## config.mk

```make
export PLATFORM = sky130hd
export DESIGN_NAME = gpb_port
export DESIGN_NICKNAME = d
export VERILOG_FILES = /design/src/gpb_pkg.sv /design/src/gpb_port.sv /design/src/gpb_sync.sv /design/src/gpb_pin.sv
export SDC_FILE = /design/constraint.sdc
export NUM_CORES = 1
export LEC_CHECK = 0
export ABC_AREA = 0
export BUFFER_PORTS_ARGS = -buffer_cell sky130_fd_sc_hd__buf_2
export CORE_AREA = 2 2 153 155
export DETAILED_ROUTE_END_ITERATION = 10
export DIE_AREA = 0 0 155 157
export GPL_TIMING_DRIVEN = 0
export PLACE_DENSITY_LB_ADDON = 0.15
export SLEW_MARGIN = 20
export SYNTH_ARGS = -nofsm -noshare
export SYNTH_HDL_FRONTEND = slang
export SYNTH_SLANG_ARGS = --single-unit
```

## constraint.sdc

```tcl
create_clock -name core_clk_in -period 3.2 [get_ports core_clk_in]
set_input_delay 0.16 -clock core_clk_in [delete_from_list [all_inputs] [get_ports core_clk_in]]
set_output_delay 0.16 -clock core_clk_in [all_outputs]
set_load 0.05 [all_outputs]
```

## src/gpb_pkg.sv

```systemverilog
// Shared constants and types of the eight-pin port
package gpb_pkg;
  localparam int NPIN = 8;
  localparam int AFW = 4;
  localparam int NAF = 16;
  localparam int ADDR_W = 8;
  localparam int DATA_W = 32;
  localparam logic [ADDR_W-1:0] OFS_DIR = 8'h00;
  localparam logic [ADDR_W-1:0] OFS_OTYPE = 8'h04;
  localparam logic [ADDR_W-1:0] OFS_ODR = 8'h08;
  localparam logic [ADDR_W-1:0] OFS_IDR = 8'h0C;
  localparam logic [ADDR_W-1:0] OFS_INTEN = 8'h10;
  localparam logic [ADDR_W-1:0] OFS_RAWST = 8'h14;
  localparam logic [ADDR_W-1:0] OFS_MSKST = 8'h18;
  localparam logic [ADDR_W-1:0] OFS_INTCLR = 8'h1C;
  localparam logic [ADDR_W-1:0] OFS_INTTYP = 8'h20;
  localparam logic [ADDR_W-1:0] OFS_INTPOL = 8'h24;
  localparam logic [ADDR_W-1:0] OFS_ODSET = 8'h2C;
  localparam logic [ADDR_W-1:0] OFS_ODCLR = 8'h30;
  localparam logic [ADDR_W-1:0] OFS_PUPD = 8'h3C;
  localparam logic [ADDR_W-1:0] OFS_AFR = 8'h48;
  localparam logic [AFW-1:0] AF_GPIO = 4'h0;
  localparam logic [AFW-1:0] AF_ANALOG = 4'hF;
  localparam logic [1:0] PULL_UP = 2'h1;
  localparam logic [1:0] PULL_DN = 2'h2;
  localparam logic [NPIN-1:0] DIR_RST = 8'h00;
  localparam logic [NPIN*AFW-1:0] AFR_RST = 32'h1000_0000;
  localparam logic [2*NPIN-1:0] PUPD_RST = 16'h4000;
  localparam int FOSC_IN = 1;
  localparam int FOSC_OUT = 2;
  localparam int SOSC_IN = 5;
  localparam int SOSC_OUT = 4;
  typedef enum logic [2:0] {MODE_IN, MODE_OUT, MODE_AF, MODE_ANALOG, MODE_OSC} gpb_mode_e;
endpackage

```

## src/gpb_port.sv

```systemverilog
// Eight-pin port: registers, atomic output update, interrupt flags, wake-up
`timescale 1ns/1ps
`default_nettype none
module gpb_port
(
  input wire logic core_clk_in,
  input wire logic rst_n_in,
  input wire logic [gpb_pkg::ADDR_W-1:0] addr_in,
  input wire logic [gpb_pkg::DATA_W-1:0] wr_data_in,
  input wire logic wr_en_in,
  input wire logic rd_en_in,
  output logic [gpb_pkg::DATA_W-1:0] rd_data_out,
  input wire logic [gpb_pkg::NPIN-1:0] pin_in_in,
  output logic [gpb_pkg::NPIN-1:0] pin_out_out,
  output logic [gpb_pkg::NPIN-1:0] pin_oe_out,
  output logic [gpb_pkg::NPIN-1:0] pull_up_out,
  output logic [gpb_pkg::NPIN-1:0] pull_dn_out,
  output logic [gpb_pkg::NPIN-1:0] in_buf_en_out,
  input wire logic [gpb_pkg::NPIN*gpb_pkg::NAF-1:0] af_data_in,
  output logic [gpb_pkg::NPIN*gpb_pkg::NAF-1:0] periph_in_out,
  input wire logic fast_osc_enable_in,
  input wire logic fast_osc_bypass_in,
  input wire logic fast_osc_pin_analog_in,
  input wire logic slow_osc_enable_in,
  input wire logic slow_osc_bypass_in,
  input wire logic slow_osc_pin_analog_in,
  input wire logic sleep_mode_in,
  output logic wakeup_req_out,
  output logic irq_out
);
  import gpb_pkg::*;

  logic [NPIN-1:0] dir_q;
  logic [NPIN-1:0] otype_q;
  logic [NPIN-1:0] odr_q;
  logic [NPIN-1:0] inten_q;
  logic [NPIN-1:0] inttyp_q;
  logic [NPIN-1:0] intpol_q;
  logic [2*NPIN-1:0] pupd_q;
  logic [NPIN*AFW-1:0] afr_q;
  logic [NPIN-1:0] status_q;
  logic [NPIN-1:0] status_d;
  logic [DATA_W-1:0] rd_d;
  logic [NPIN-1:0] wd;
  logic [NPIN-1:0] clr_mask;
  logic [NPIN-1:0] sync_vec;
  logic [NPIN-1:0] idr_vec;
  logic [NPIN-1:0] dig_vec;
  logic [NPIN-1:0] evt_vec;
  logic [NPIN-1:0] osc_own;
  logic [NPIN-1:0] osc_ana;

  assign wd = wr_data_in[NPIN-1:0];

  // Pins are asynchronous, so every level passes two flops first
  gpb_sync u_sync
  (
    .core_clk_in(core_clk_in),
    .rst_n_in(rst_n_in),
    .async_in(pin_in_in),
    .sync_out(sync_vec)
  );

  // Oscillator pin ownership
  always_comb
  begin
    osc_own = '0;
    osc_ana = '0;
    osc_own[FOSC_IN] = fast_osc_enable_in;
    // In bypass only the input pin carries the clock
    osc_own[FOSC_OUT] = fast_osc_enable_in & ~fast_osc_bypass_in;
    osc_own[SOSC_IN] = slow_osc_enable_in;
    osc_own[SOSC_OUT] = slow_osc_enable_in & ~slow_osc_bypass_in;
    osc_ana[FOSC_IN] = fast_osc_pin_analog_in;
    osc_ana[FOSC_OUT] = fast_osc_pin_analog_in & ~fast_osc_bypass_in;
    osc_ana[SOSC_IN] = slow_osc_pin_analog_in;
    osc_ana[SOSC_OUT] = slow_osc_pin_analog_in & ~slow_osc_bypass_in;
  end

  genvar gi;
  generate
    for (gi = 0; gi < NPIN; gi++)
    begin : g_pin
      gpb_pin u_pin
      (
        .core_clk_in(core_clk_in),
        .rst_n_in(rst_n_in),
        .dir_in(dir_q[gi]),
        .otype_in(otype_q[gi]),
        .odr_in(odr_q[gi]),
        .afr_in(afr_q[gi*AFW +: AFW]),
        .pupd_in(pupd_q[2*gi +: 2]),
        .af_data_in(af_data_in[gi*NAF +: NAF]),
        .osc_own_in(osc_own[gi]),
        .osc_analog_in(osc_ana[gi]),
        .sync_in(sync_vec[gi]),
        .int_type_in(inttyp_q[gi]),
        .int_pol_in(intpol_q[gi]),
        .pin_out_out(pin_out_out[gi]),
        .pin_oe_out(pin_oe_out[gi]),
        .pull_up_out(pull_up_out[gi]),
        .pull_dn_out(pull_dn_out[gi]),
        .in_buf_en_out(in_buf_en_out[gi]),
        .idr_out(idr_vec[gi]),
        .digital_out(dig_vec[gi]),
        .periph_in_out(periph_in_out[gi*NAF +: NAF]),
        .int_evt_out(evt_vec[gi])
      );
    end
  endgenerate

  // Output data: direct, set and clear writes in one cycle
  always_ff @(posedge core_clk_in)
  begin
    if (!rst_n_in)
      odr_q <= '0;
    else if (wr_en_in)
    begin
      case (addr_in)
        OFS_ODR: odr_q <= wd;
        OFS_ODSET: odr_q <= odr_q | wd;
        OFS_ODCLR: odr_q <= odr_q & ~wd;
        default: odr_q <= odr_q;
      endcase
    end
  end

  // Pin configuration
  always_ff @(posedge core_clk_in)
  begin
    if (!rst_n_in)
    begin
      dir_q <= DIR_RST;
      otype_q <= '0;
      pupd_q <= PUPD_RST;
      afr_q <= AFR_RST;
    end
    else if (wr_en_in)
    begin
      case (addr_in)
        OFS_DIR: dir_q <= wd;
        OFS_OTYPE: otype_q <= wd;
        OFS_PUPD: pupd_q <= wr_data_in[2*NPIN-1:0];
        OFS_AFR: afr_q <= wr_data_in[NPIN*AFW-1:0];
        default: dir_q <= dir_q;
      endcase
    end
  end

  // Interrupt configuration
  always_ff @(posedge core_clk_in)
  begin
    if (!rst_n_in)
    begin
      inten_q <= '0;
      inttyp_q <= '0;
      intpol_q <= '0;
    end
    else if (wr_en_in)
    begin
      case (addr_in)
        OFS_INTEN: inten_q <= wd;
        OFS_INTTYP: inttyp_q <= wd;
        OFS_INTPOL: intpol_q <= wd;
        default: inten_q <= inten_q;
      endcase
    end
  end

  // Raw flags latch even when masked; a new event wins over a clear
  assign clr_mask = (wr_en_in && addr_in == OFS_INTCLR) ? wd : '0;
  assign status_d = (status_q & ~clr_mask) | evt_vec;

  always_ff @(posedge core_clk_in)
  begin
    if (!rst_n_in)
      status_q <= '0;
    else
      status_q <= status_d;
  end

  always_ff @(posedge core_clk_in)
  begin
    if (!rst_n_in)
      irq_out <= 1'b0;
    else
      irq_out <= |(status_d & inten_q);
  end

  // Held until the chip leaves sleep
  always_ff @(posedge core_clk_in)
  begin
    if (!rst_n_in)
      wakeup_req_out <= 1'b0;
    else if (!sleep_mode_in)
      wakeup_req_out <= 1'b0;
    else if (|(evt_vec & inten_q))
      wakeup_req_out <= 1'b1;
  end

  // Read mux; unmapped and write-only offsets read zero
  always_comb
  begin
    rd_d = '0;
    case (addr_in)
      OFS_DIR: rd_d[NPIN-1:0] = dir_q;
      OFS_OTYPE: rd_d[NPIN-1:0] = otype_q;
      OFS_ODR: rd_d[NPIN-1:0] = odr_q;
      OFS_IDR: rd_d[NPIN-1:0] = idr_vec;
      OFS_INTEN: rd_d[NPIN-1:0] = inten_q;
      OFS_RAWST: rd_d[NPIN-1:0] = status_q;
      OFS_MSKST: rd_d[NPIN-1:0] = status_q & inten_q;
      OFS_INTTYP: rd_d[NPIN-1:0] = inttyp_q;
      OFS_INTPOL: rd_d[NPIN-1:0] = intpol_q;
      OFS_PUPD: rd_d[2*NPIN-1:0] = pupd_q;
      OFS_AFR: rd_d[NPIN*AFW-1:0] = afr_q;
      OFS_ODSET: rd_d = '0;
      OFS_ODCLR: rd_d = '0;
      default: rd_d = '0;
    endcase
  end

  // Data stand only in the cycle after the strobe
  always_ff @(posedge core_clk_in)
  begin
    if (!rst_n_in)
      rd_data_out <= '0;
    else if (rd_en_in)
      rd_data_out <= rd_d;
    else
      rd_data_out <= '0;
  end
endmodule
`default_nettype wire

```

## src/gpb_sync.sv

```systemverilog
// Two-stage synchroniser for the pin levels
`timescale 1ns/1ps
`default_nettype none
module gpb_sync
(
  input wire logic core_clk_in,
  input wire logic rst_n_in,
  input wire logic [gpb_pkg::NPIN-1:0] async_in,
  output logic [gpb_pkg::NPIN-1:0] sync_out
);
  import gpb_pkg::*;
  logic [NPIN-1:0] meta_q;

  // The first stage feeds only the second stage
  always_ff @(posedge core_clk_in)
  begin
    if (!rst_n_in)
    begin
      meta_q <= '0;
      sync_out <= '0;
    end
    else
    begin
      meta_q <= async_in;
      sync_out <= meta_q;
    end
  end
endmodule
`default_nettype wire

```

## src/gpb_pin.sv

```systemverilog
// One pin slice: mode, driver, pulls, function mux and trigger detect
`timescale 1ns/1ps
`default_nettype none
module gpb_pin
(
  input wire logic core_clk_in,
  input wire logic rst_n_in,
  input wire logic dir_in,
  input wire logic otype_in,
  input wire logic odr_in,
  input wire logic [gpb_pkg::AFW-1:0] afr_in,
  input wire logic [1:0] pupd_in,
  input wire logic [gpb_pkg::NAF-1:0] af_data_in,
  input wire logic osc_own_in,
  input wire logic osc_analog_in,
  input wire logic sync_in,
  input wire logic int_type_in,
  input wire logic int_pol_in,
  output logic pin_out_out,
  output logic pin_oe_out,
  output logic pull_up_out,
  output logic pull_dn_out,
  output logic in_buf_en_out,
  output logic idr_out,
  output logic digital_out,
  output logic [gpb_pkg::NAF-1:0] periph_in_out,
  output logic int_evt_out
);
  import gpb_pkg::*;
  gpb_mode_e mode;
  logic drv_d;
  logic prev_q;
  logic rise;
  logic fall;

  // Oscillator ownership overrides any port setting
  always_comb
  begin
    if (osc_own_in)
      mode = MODE_OSC;
    else if (afr_in == AF_ANALOG || osc_analog_in)
      mode = MODE_ANALOG;
    else if (afr_in != AF_GPIO)
      mode = MODE_AF;
    else if (dir_in)
      mode = MODE_OUT;
    else
      mode = MODE_IN;
  end

  assign digital_out = (mode == MODE_IN) || (mode == MODE_OUT) || (mode == MODE_AF);
  // Analog and oscillator pins read as zero
  assign idr_out = sync_in & digital_out;

  always_comb
  begin
    drv_d = odr_in;
    if (mode == MODE_AF)
      drv_d = af_data_in[afr_in];
  end

  always_ff @(posedge core_clk_in)
  begin
    if (!rst_n_in)
    begin
      pin_out_out <= 1'b0;
      pin_oe_out <= 1'b0;
      pull_up_out <= 1'b0;
      pull_dn_out <= 1'b0;
      in_buf_en_out <= 1'b0;
    end
    else
    begin
      // Open drain never drives high, so the high level is released
      pin_out_out <= drv_d & ~otype_in;
      pin_oe_out <= (mode == MODE_OUT || mode == MODE_AF) && !(otype_in && drv_d);
      pull_up_out <= digital_out && (pupd_in == PULL_UP);
      pull_dn_out <= digital_out && (pupd_in == PULL_DN);
      in_buf_en_out <= digital_out;
    end
  end

  assign periph_in_out = (mode == MODE_AF) ? (NAF'(sync_in) << afr_in) : '0;

  always_ff @(posedge core_clk_in)
  begin
    if (!rst_n_in)
      prev_q <= 1'b0;
    else
      prev_q <= idr_out;
  end

  assign rise = idr_out & ~prev_q;
  assign fall = ~idr_out & prev_q;
  assign int_evt_out = digital_out &
    (int_type_in ? (int_pol_in ? rise : fall) : (int_pol_in ? idr_out : ~idr_out));
endmodule
`default_nettype wire

```

# Yosys cells after proc, flatten, opt, wreduce, memory -nomap -nowiden
# Index checks and enable logic that the tools add are counted.
# word_totals
elab_cells	399
reg_bits	202
out_inout_bits	202
inputBits	187
# classes
n_reduce_logical	100
eq_ne	53
magnitude_cmp	8
n_mux	88
shift	8
bitwise_logic	79
# ops
cell	count
16-bit two-way mux	8
1-bit by 4-bit left shift with 16-bit output	8
8-bit one-hot mux with 11 select lines	1
3-bit two-way mux	20
1-bit two-way mux	48
1-bit bitwise AND	44
8-bit bitwise AND	5
8-bit by 6-bit equality test with 1-bit output, second input constant	5
4-bit by 5-bit less-than comparator with 1-bit output, second input constant	8
1-bit logical AND	33
1-bit binary-select mux with 4-bit select	8
4-bit equality test, second input constant	8
8-bit by 5-bit equality test with 1-bit output, second input constant	4
4-bit nonzero test	8
1-bit logical OR	28
1-bit NOT	26
3-bit by 1-bit equality test with 1-bit output, second input constant	8
3-bit by 2-bit equality test with 1-bit output, second input constant	8
3-bit zero test	8
8-bit one-hot mux with 3 select lines	1
2-bit AND reduction	10
2-bit by 1-bit equality test with 1-bit output, second input constant	8
2-bit equality test, second input constant	8
8-bit by 4-bit equality test with 1-bit output, second input constant	2
other kinds (11)	21

# Logic depth before layout (Yosys ltp)
# logic_depth
word_depth	17
ltp_mapped	11
depth_no_buf	9

# Cells and area by module
# Synthesis repeated with hierarchy kept, for this count alone.
# hier_totals
hier_cells	1330
hier_area_um2	11210.8
# by_module_without_submodules
module	cells_each	area_per_inst_um2	seq_area_each_um2	n_inst
gpb_port	681	6019.5	2762.6	1
gpb_pin	77	593.1	120.1	8
gpb_sync	33	446.7	320.3	1

# Worst setup path after synthesis
# OpenSTA, ideal clock, no wires.
# synth_timing
path_kind	register to output
start	register afr_q[2]
end	output port periph_in_out[8] in the netlist's numbering
stages_incl_launch_ff	11
required_time_ns	3.040
t_arrival_ns	2.726
setup_slack_ns	0.314
path_buffers	2
path_cell_list	dfxtp_1 > clkbuf_1 > buf_1 > nor4_1 > a32o_1 > inv_1 > ha_1 > nand2_1 > nor2_1 > nand2_1 > nor3_1
# synth_between
elab_chain_len	5
word_cells_on_any_way	7
cone_classes	eq/ne: 2; shift: 1; mux: 3; reduce/logical: 1
# synth_rtl
item	line_no	text
start, declared	gpb_port.sv:40	logic [NPIN*AFW-1:0] afr_q;
start signal, assigned	gpb_port.sv:144	OFS_AFR: afr_q <= wr_data_in[NPIN*AFW-1:0];
4-bit nonzero test	gpb_pin.sv:43	else if (afr_in != AF_GPIO)
3-bit two-way mux	gpb_pin.sv:43	
3-bit two-way mux	gpb_pin.sv:41	else if (afr_in == AF_ANALOG || osc_analog_in)
3-bit by 2-bit equality test with 1-bit output	gpb_pin.sv:83	assign periph_in_out = (mode == MODE_AF) ? (NAF'(sync_in) << afr_in) : '0;
16-bit two-way mux *	gpb_pin.sv:83	
end, declared	gpb_port.sv:20	output logic [gpb_pkg::NPIN*gpb_pkg::NAF-1:0] periph_in_out,
# Every way passes the cells marked *; elsewhere a longest branch is shown, timed or not.

# Worst setup path in the final report
# layout_timing
start	register afr_q[28]
end	output port periph_in_out[121] in the netlist's numbering
# Same word-level chain as after synthesis.

==> run_results.csv <==
group,metric,value,unit
critical_path,cp_top_family,"buffers and inverters",
layout,fin_area,0.0139,mm^2
sta,rsz0062_at_grt,"true",
logic_synthesis,synth.area.top_cells,"dfxtp_1, mux4_2, nor2_1",
logic_synthesis,postSynthAreaPerCell,8.45,um^2
layout,area_delta_synth_final,31.7,%
grt,grt_max_degree,14,
placement,place_congestion,1.00,
power_and_ir_drop,power.density,414,mW/mm^2
sta,relSlewSlack,36.0,%
floorplan,start_util,46.9,%
routing,antenna_left,0,
critical_path,path_class,"flip-flop to primary output",
logic_synthesis,yosys_warnings,0,
placement,dp_hpwl,28.4,mm
routing,vias_per_cell,5.54,
logic_synthesis,synthFlopType,"dfxtp_1",
grt,grt_overflow_total,0,
status,status,"finished clean",
critical_path,critPathRequiredTime,3040,ps
sta,timing.setup.tns,0,ps
logic_synthesis,synthCells,1248,
sta,setup_viol,0,
routing,drtIter0Drc,903,
grt,antenna_found_initial,0,
sta,period_share,94.7,%
sta,clock-skew-final,10.2,ps
logic_synthesis,synth_top_area_share,38.3,%
clock_network,clk_pin_slew_worst_paths,60,ps
sta,clock.fmax,0.330,GHz
layout,fin_cells,1984,
power_and_ir_drop,power,5.75,mW
power_and_ir_drop,cellLeakagePower,6.31,nW
placement,io_buffers,373,
layout,nets,1878,
floorplan,die_h,157,um
critical_path,crit_chain,"clkbuf_1 > nor4_1 > a32o_1 > inv_1 > ha_1 > nand4_1 > nor3_1 > buf_2",
grt,grt_pass1_vias,10100,
logic_synthesis,async_flop_share,0,%
critical_path,crit_arrival,2870,ps
placement,dp_cells,1913,
sta,finalMaxSlewViolations,0,
logic_synthesis,ys_types,67,
critical_path,worstSetupEndpointType,"primary output",
clock_network,cts_tree,"yes",
floorplan,fp.dieW,155,um
clock_network,insertion_delay,510,ps
logic_synthesis,yosysTopAreaCell,"dfxtp_1",
power_and_ir_drop,peakVddDrop,0.000253,V
floorplan,die-area,0.0243,mm^2
routing,drt-total-wl,38.4,mm
clock_network,numCtsBuffers,23,
job,maxCapViolCount,0,
floorplan,fp-row-count,55,
clock_network,clk_path_buf_depth,3,
min_path,min_path_type,"input pin to flip-flop",
floorplan,ios,389,
clock_network,postCtsSetupRepairBufs,0,
logic_synthesis,synth_seq_cells,202,
floorplan,core_area,0.0225,mm^2
routing,num_vias,11000,
clock_network,cts_root_buf,"clkbuf_16",
logic_synthesis,synth_area,0.0105,mm^2
routing,post_drt_wl_per_cell,19.3,um
critical_path,cp_slowest_cell,"dfxtp_1",
critical_path,critPathBufInv,3,
clock_network,h-tree-depth,1,
placement,placed_cell_area,0.0128,mm^2
layout,fillers,2091,
grt,grt_pass1_wl,57.2,mm
critical_path,slowest_delay,480,ps
sta,hold_viol,0,
sta,worst_pin_slew,960,ps
grt,grt_usage,30.2,%
logic_synthesis,synth_edf_count,0,
clock_network,cts.sinks,202,
routing,firstDrtPassIters,6,
critical_path,cp-start-kind,"flip-flop",
sta,finalCriticalPeriod,3030,ps
layout,drive_gt1_share,31.9,%
logic_synthesis,yosysSeqAreaShare,38.3,%
layout,utilization,61.7,%
routing,remaining_drc_errors,0,
critical_path,cp_max_fo,10,
==> layer usage <==
| layer | up-vias | share of wire (%) | GRT usage, % |
|---|---|---|---|
| met4 | 0 | 3.1 | 10.5 |
| met5 | - | 0 | 0 |
| met3 | 73 | 10 | 6.44 |
| met1 | 5175 | 41 | 39.5 |
| li1 | 5206 | - | - |
| met2 | 546 | 46 | 49.7 |
==> logic make-up (layout without fill, tap and decap cells) <==
family	count (synthesis)	after routing	share of synthesized area (%)
multiplexers	97	97	13.1
other	1	9	0.0356
buffers and inverters	177	620	8.49
AND/OR/NAND/NOR	565	565	26.4
flip-flops	202	202	38.3
AO/OA/AOI/OAI	198	198	12.7
adder cells (fa/ha/maj)	8	8	0.949
==> final timing paths <==
check                           cells past startpoint  slack [ps]                from                    end
worst min-delay path                                3         100  slow_osc_bypass_in  g_pin[4].u_pin.prev_q
worst max register to register                      9         270           afr_q[26]         rd_data_out[6]
worst max-delay path                                8         170           afr_q[28]     periph_in_out[121]
worst min register to register                      1         430    u_sync.meta_q[3]     u_sync.sync_out[3]
==> where the power goes <==
part	total, mW	switching (mW)	internal, mW
sequential	2.56	0.0185	2.54
combinational	0.487	0.281	0.206
clock	2.70	1.07	1.63
total	5.75	1.37	4.38
==> placed cells by master (no fill, tap or decap), types with 13 or more instances in the layout <==
| cell type | count |
|---|---|
| buf_2 | 399 |
| dfxtp_1 | 202 |
| nor2_1 | 166 |
| nand2_1 | 164 |
| a21oi_1 | 80 |
| clkbuf_1 | 66 |
| mux2i_1 | 56 |
| buf_4 | 51 |
| and2_1 | 41 |
| nor3_1 | 40 |
| nand3_1 | 34 |
| dlygate4sd3_1 | 33 |
| mux4_2 | 29 |
| inv_1 | 25 |
| clkbuf_16 | 23 |
| o21ai_0 | 21 |
| nand2b_1 | 20 |
| a32o_1 | 15 |
| nand4b_1 | 13 |
| and3_1 | 13 |
==> cell type report <==
| type | instances | area [um^2] | area share, % |
|---|---|---|---|
| Antenna cell | 1 | 2.50 | 0.0180 |
| Tap cell | 285 | 357 | 2.57 |
| Clock buffer | 30 | 632 | 4.55 |
| Multi-Input combinational cell | 876 | 5630 | 40.5 |
| Clock inverter | 10 | 138 | 0.991 |
| Buffer | 148 | 795 | 5.72 |
| Timing Repair Buffer | 406 | 2200 | 15.8 |
| Sequential cell | 202 | 4040 | 29.1 |
| Inverter | 26 | 97.6 | 0.702 |
==> tightest hold or removal path, cell delays in order <==
cell and delay (ps):
buf_2 100, o21a_1 170, and3_1 160
==> synthesized netlist by cell type, types with 25 or more instances <==
library cell,count
inv_1,25
clkbuf_1,69
and2_1,41
a21oi_1,80
nand2_1,164
nand3_1,34
mux4_2,29
nor3_1,40
mux2i_1,56
buf_4,51
nor2_1,166
dfxtp_1,202
buf_2,26
==> flip-flops by register name, summed over array words and instances (netlist names), 8 cells and up <==
register / flops
g_pin.u_pin.pull_up_out: 8
u_sync.sync_out: 8
u_sync.meta_q: 8
g_pin.u_pin.prev_q: 8
g_pin.u_pin.in_buf_en_out: 8
odr_q: 8
intpol_q: 8
g_pin.u_pin.pin_out_out: 8
status_q: 8
pupd_q: 16
afr_q: 32
inttyp_q: 8
otype_q: 8
inten_q: 8
g_pin.u_pin.pin_oe_out: 8
g_pin.u_pin.pull_dn_out: 8
dir_q: 8
rd_data_out: 32
==> stage by stage <==
step	hold WS [ps]	worst slack [ps]
floorplan	284	314
global placement	367	212
detailed placement	369	225
CTS	94.0	12.3
global route	138	-11.5
finish	102	171
==> repair_timing <==
action,CTS,global route
setup endpoints to repair,0,63
hold endpoints to repair,41,0
hold buffers,33,0
gates resized for setup,0,10
(Power assumes the default switching activity.)
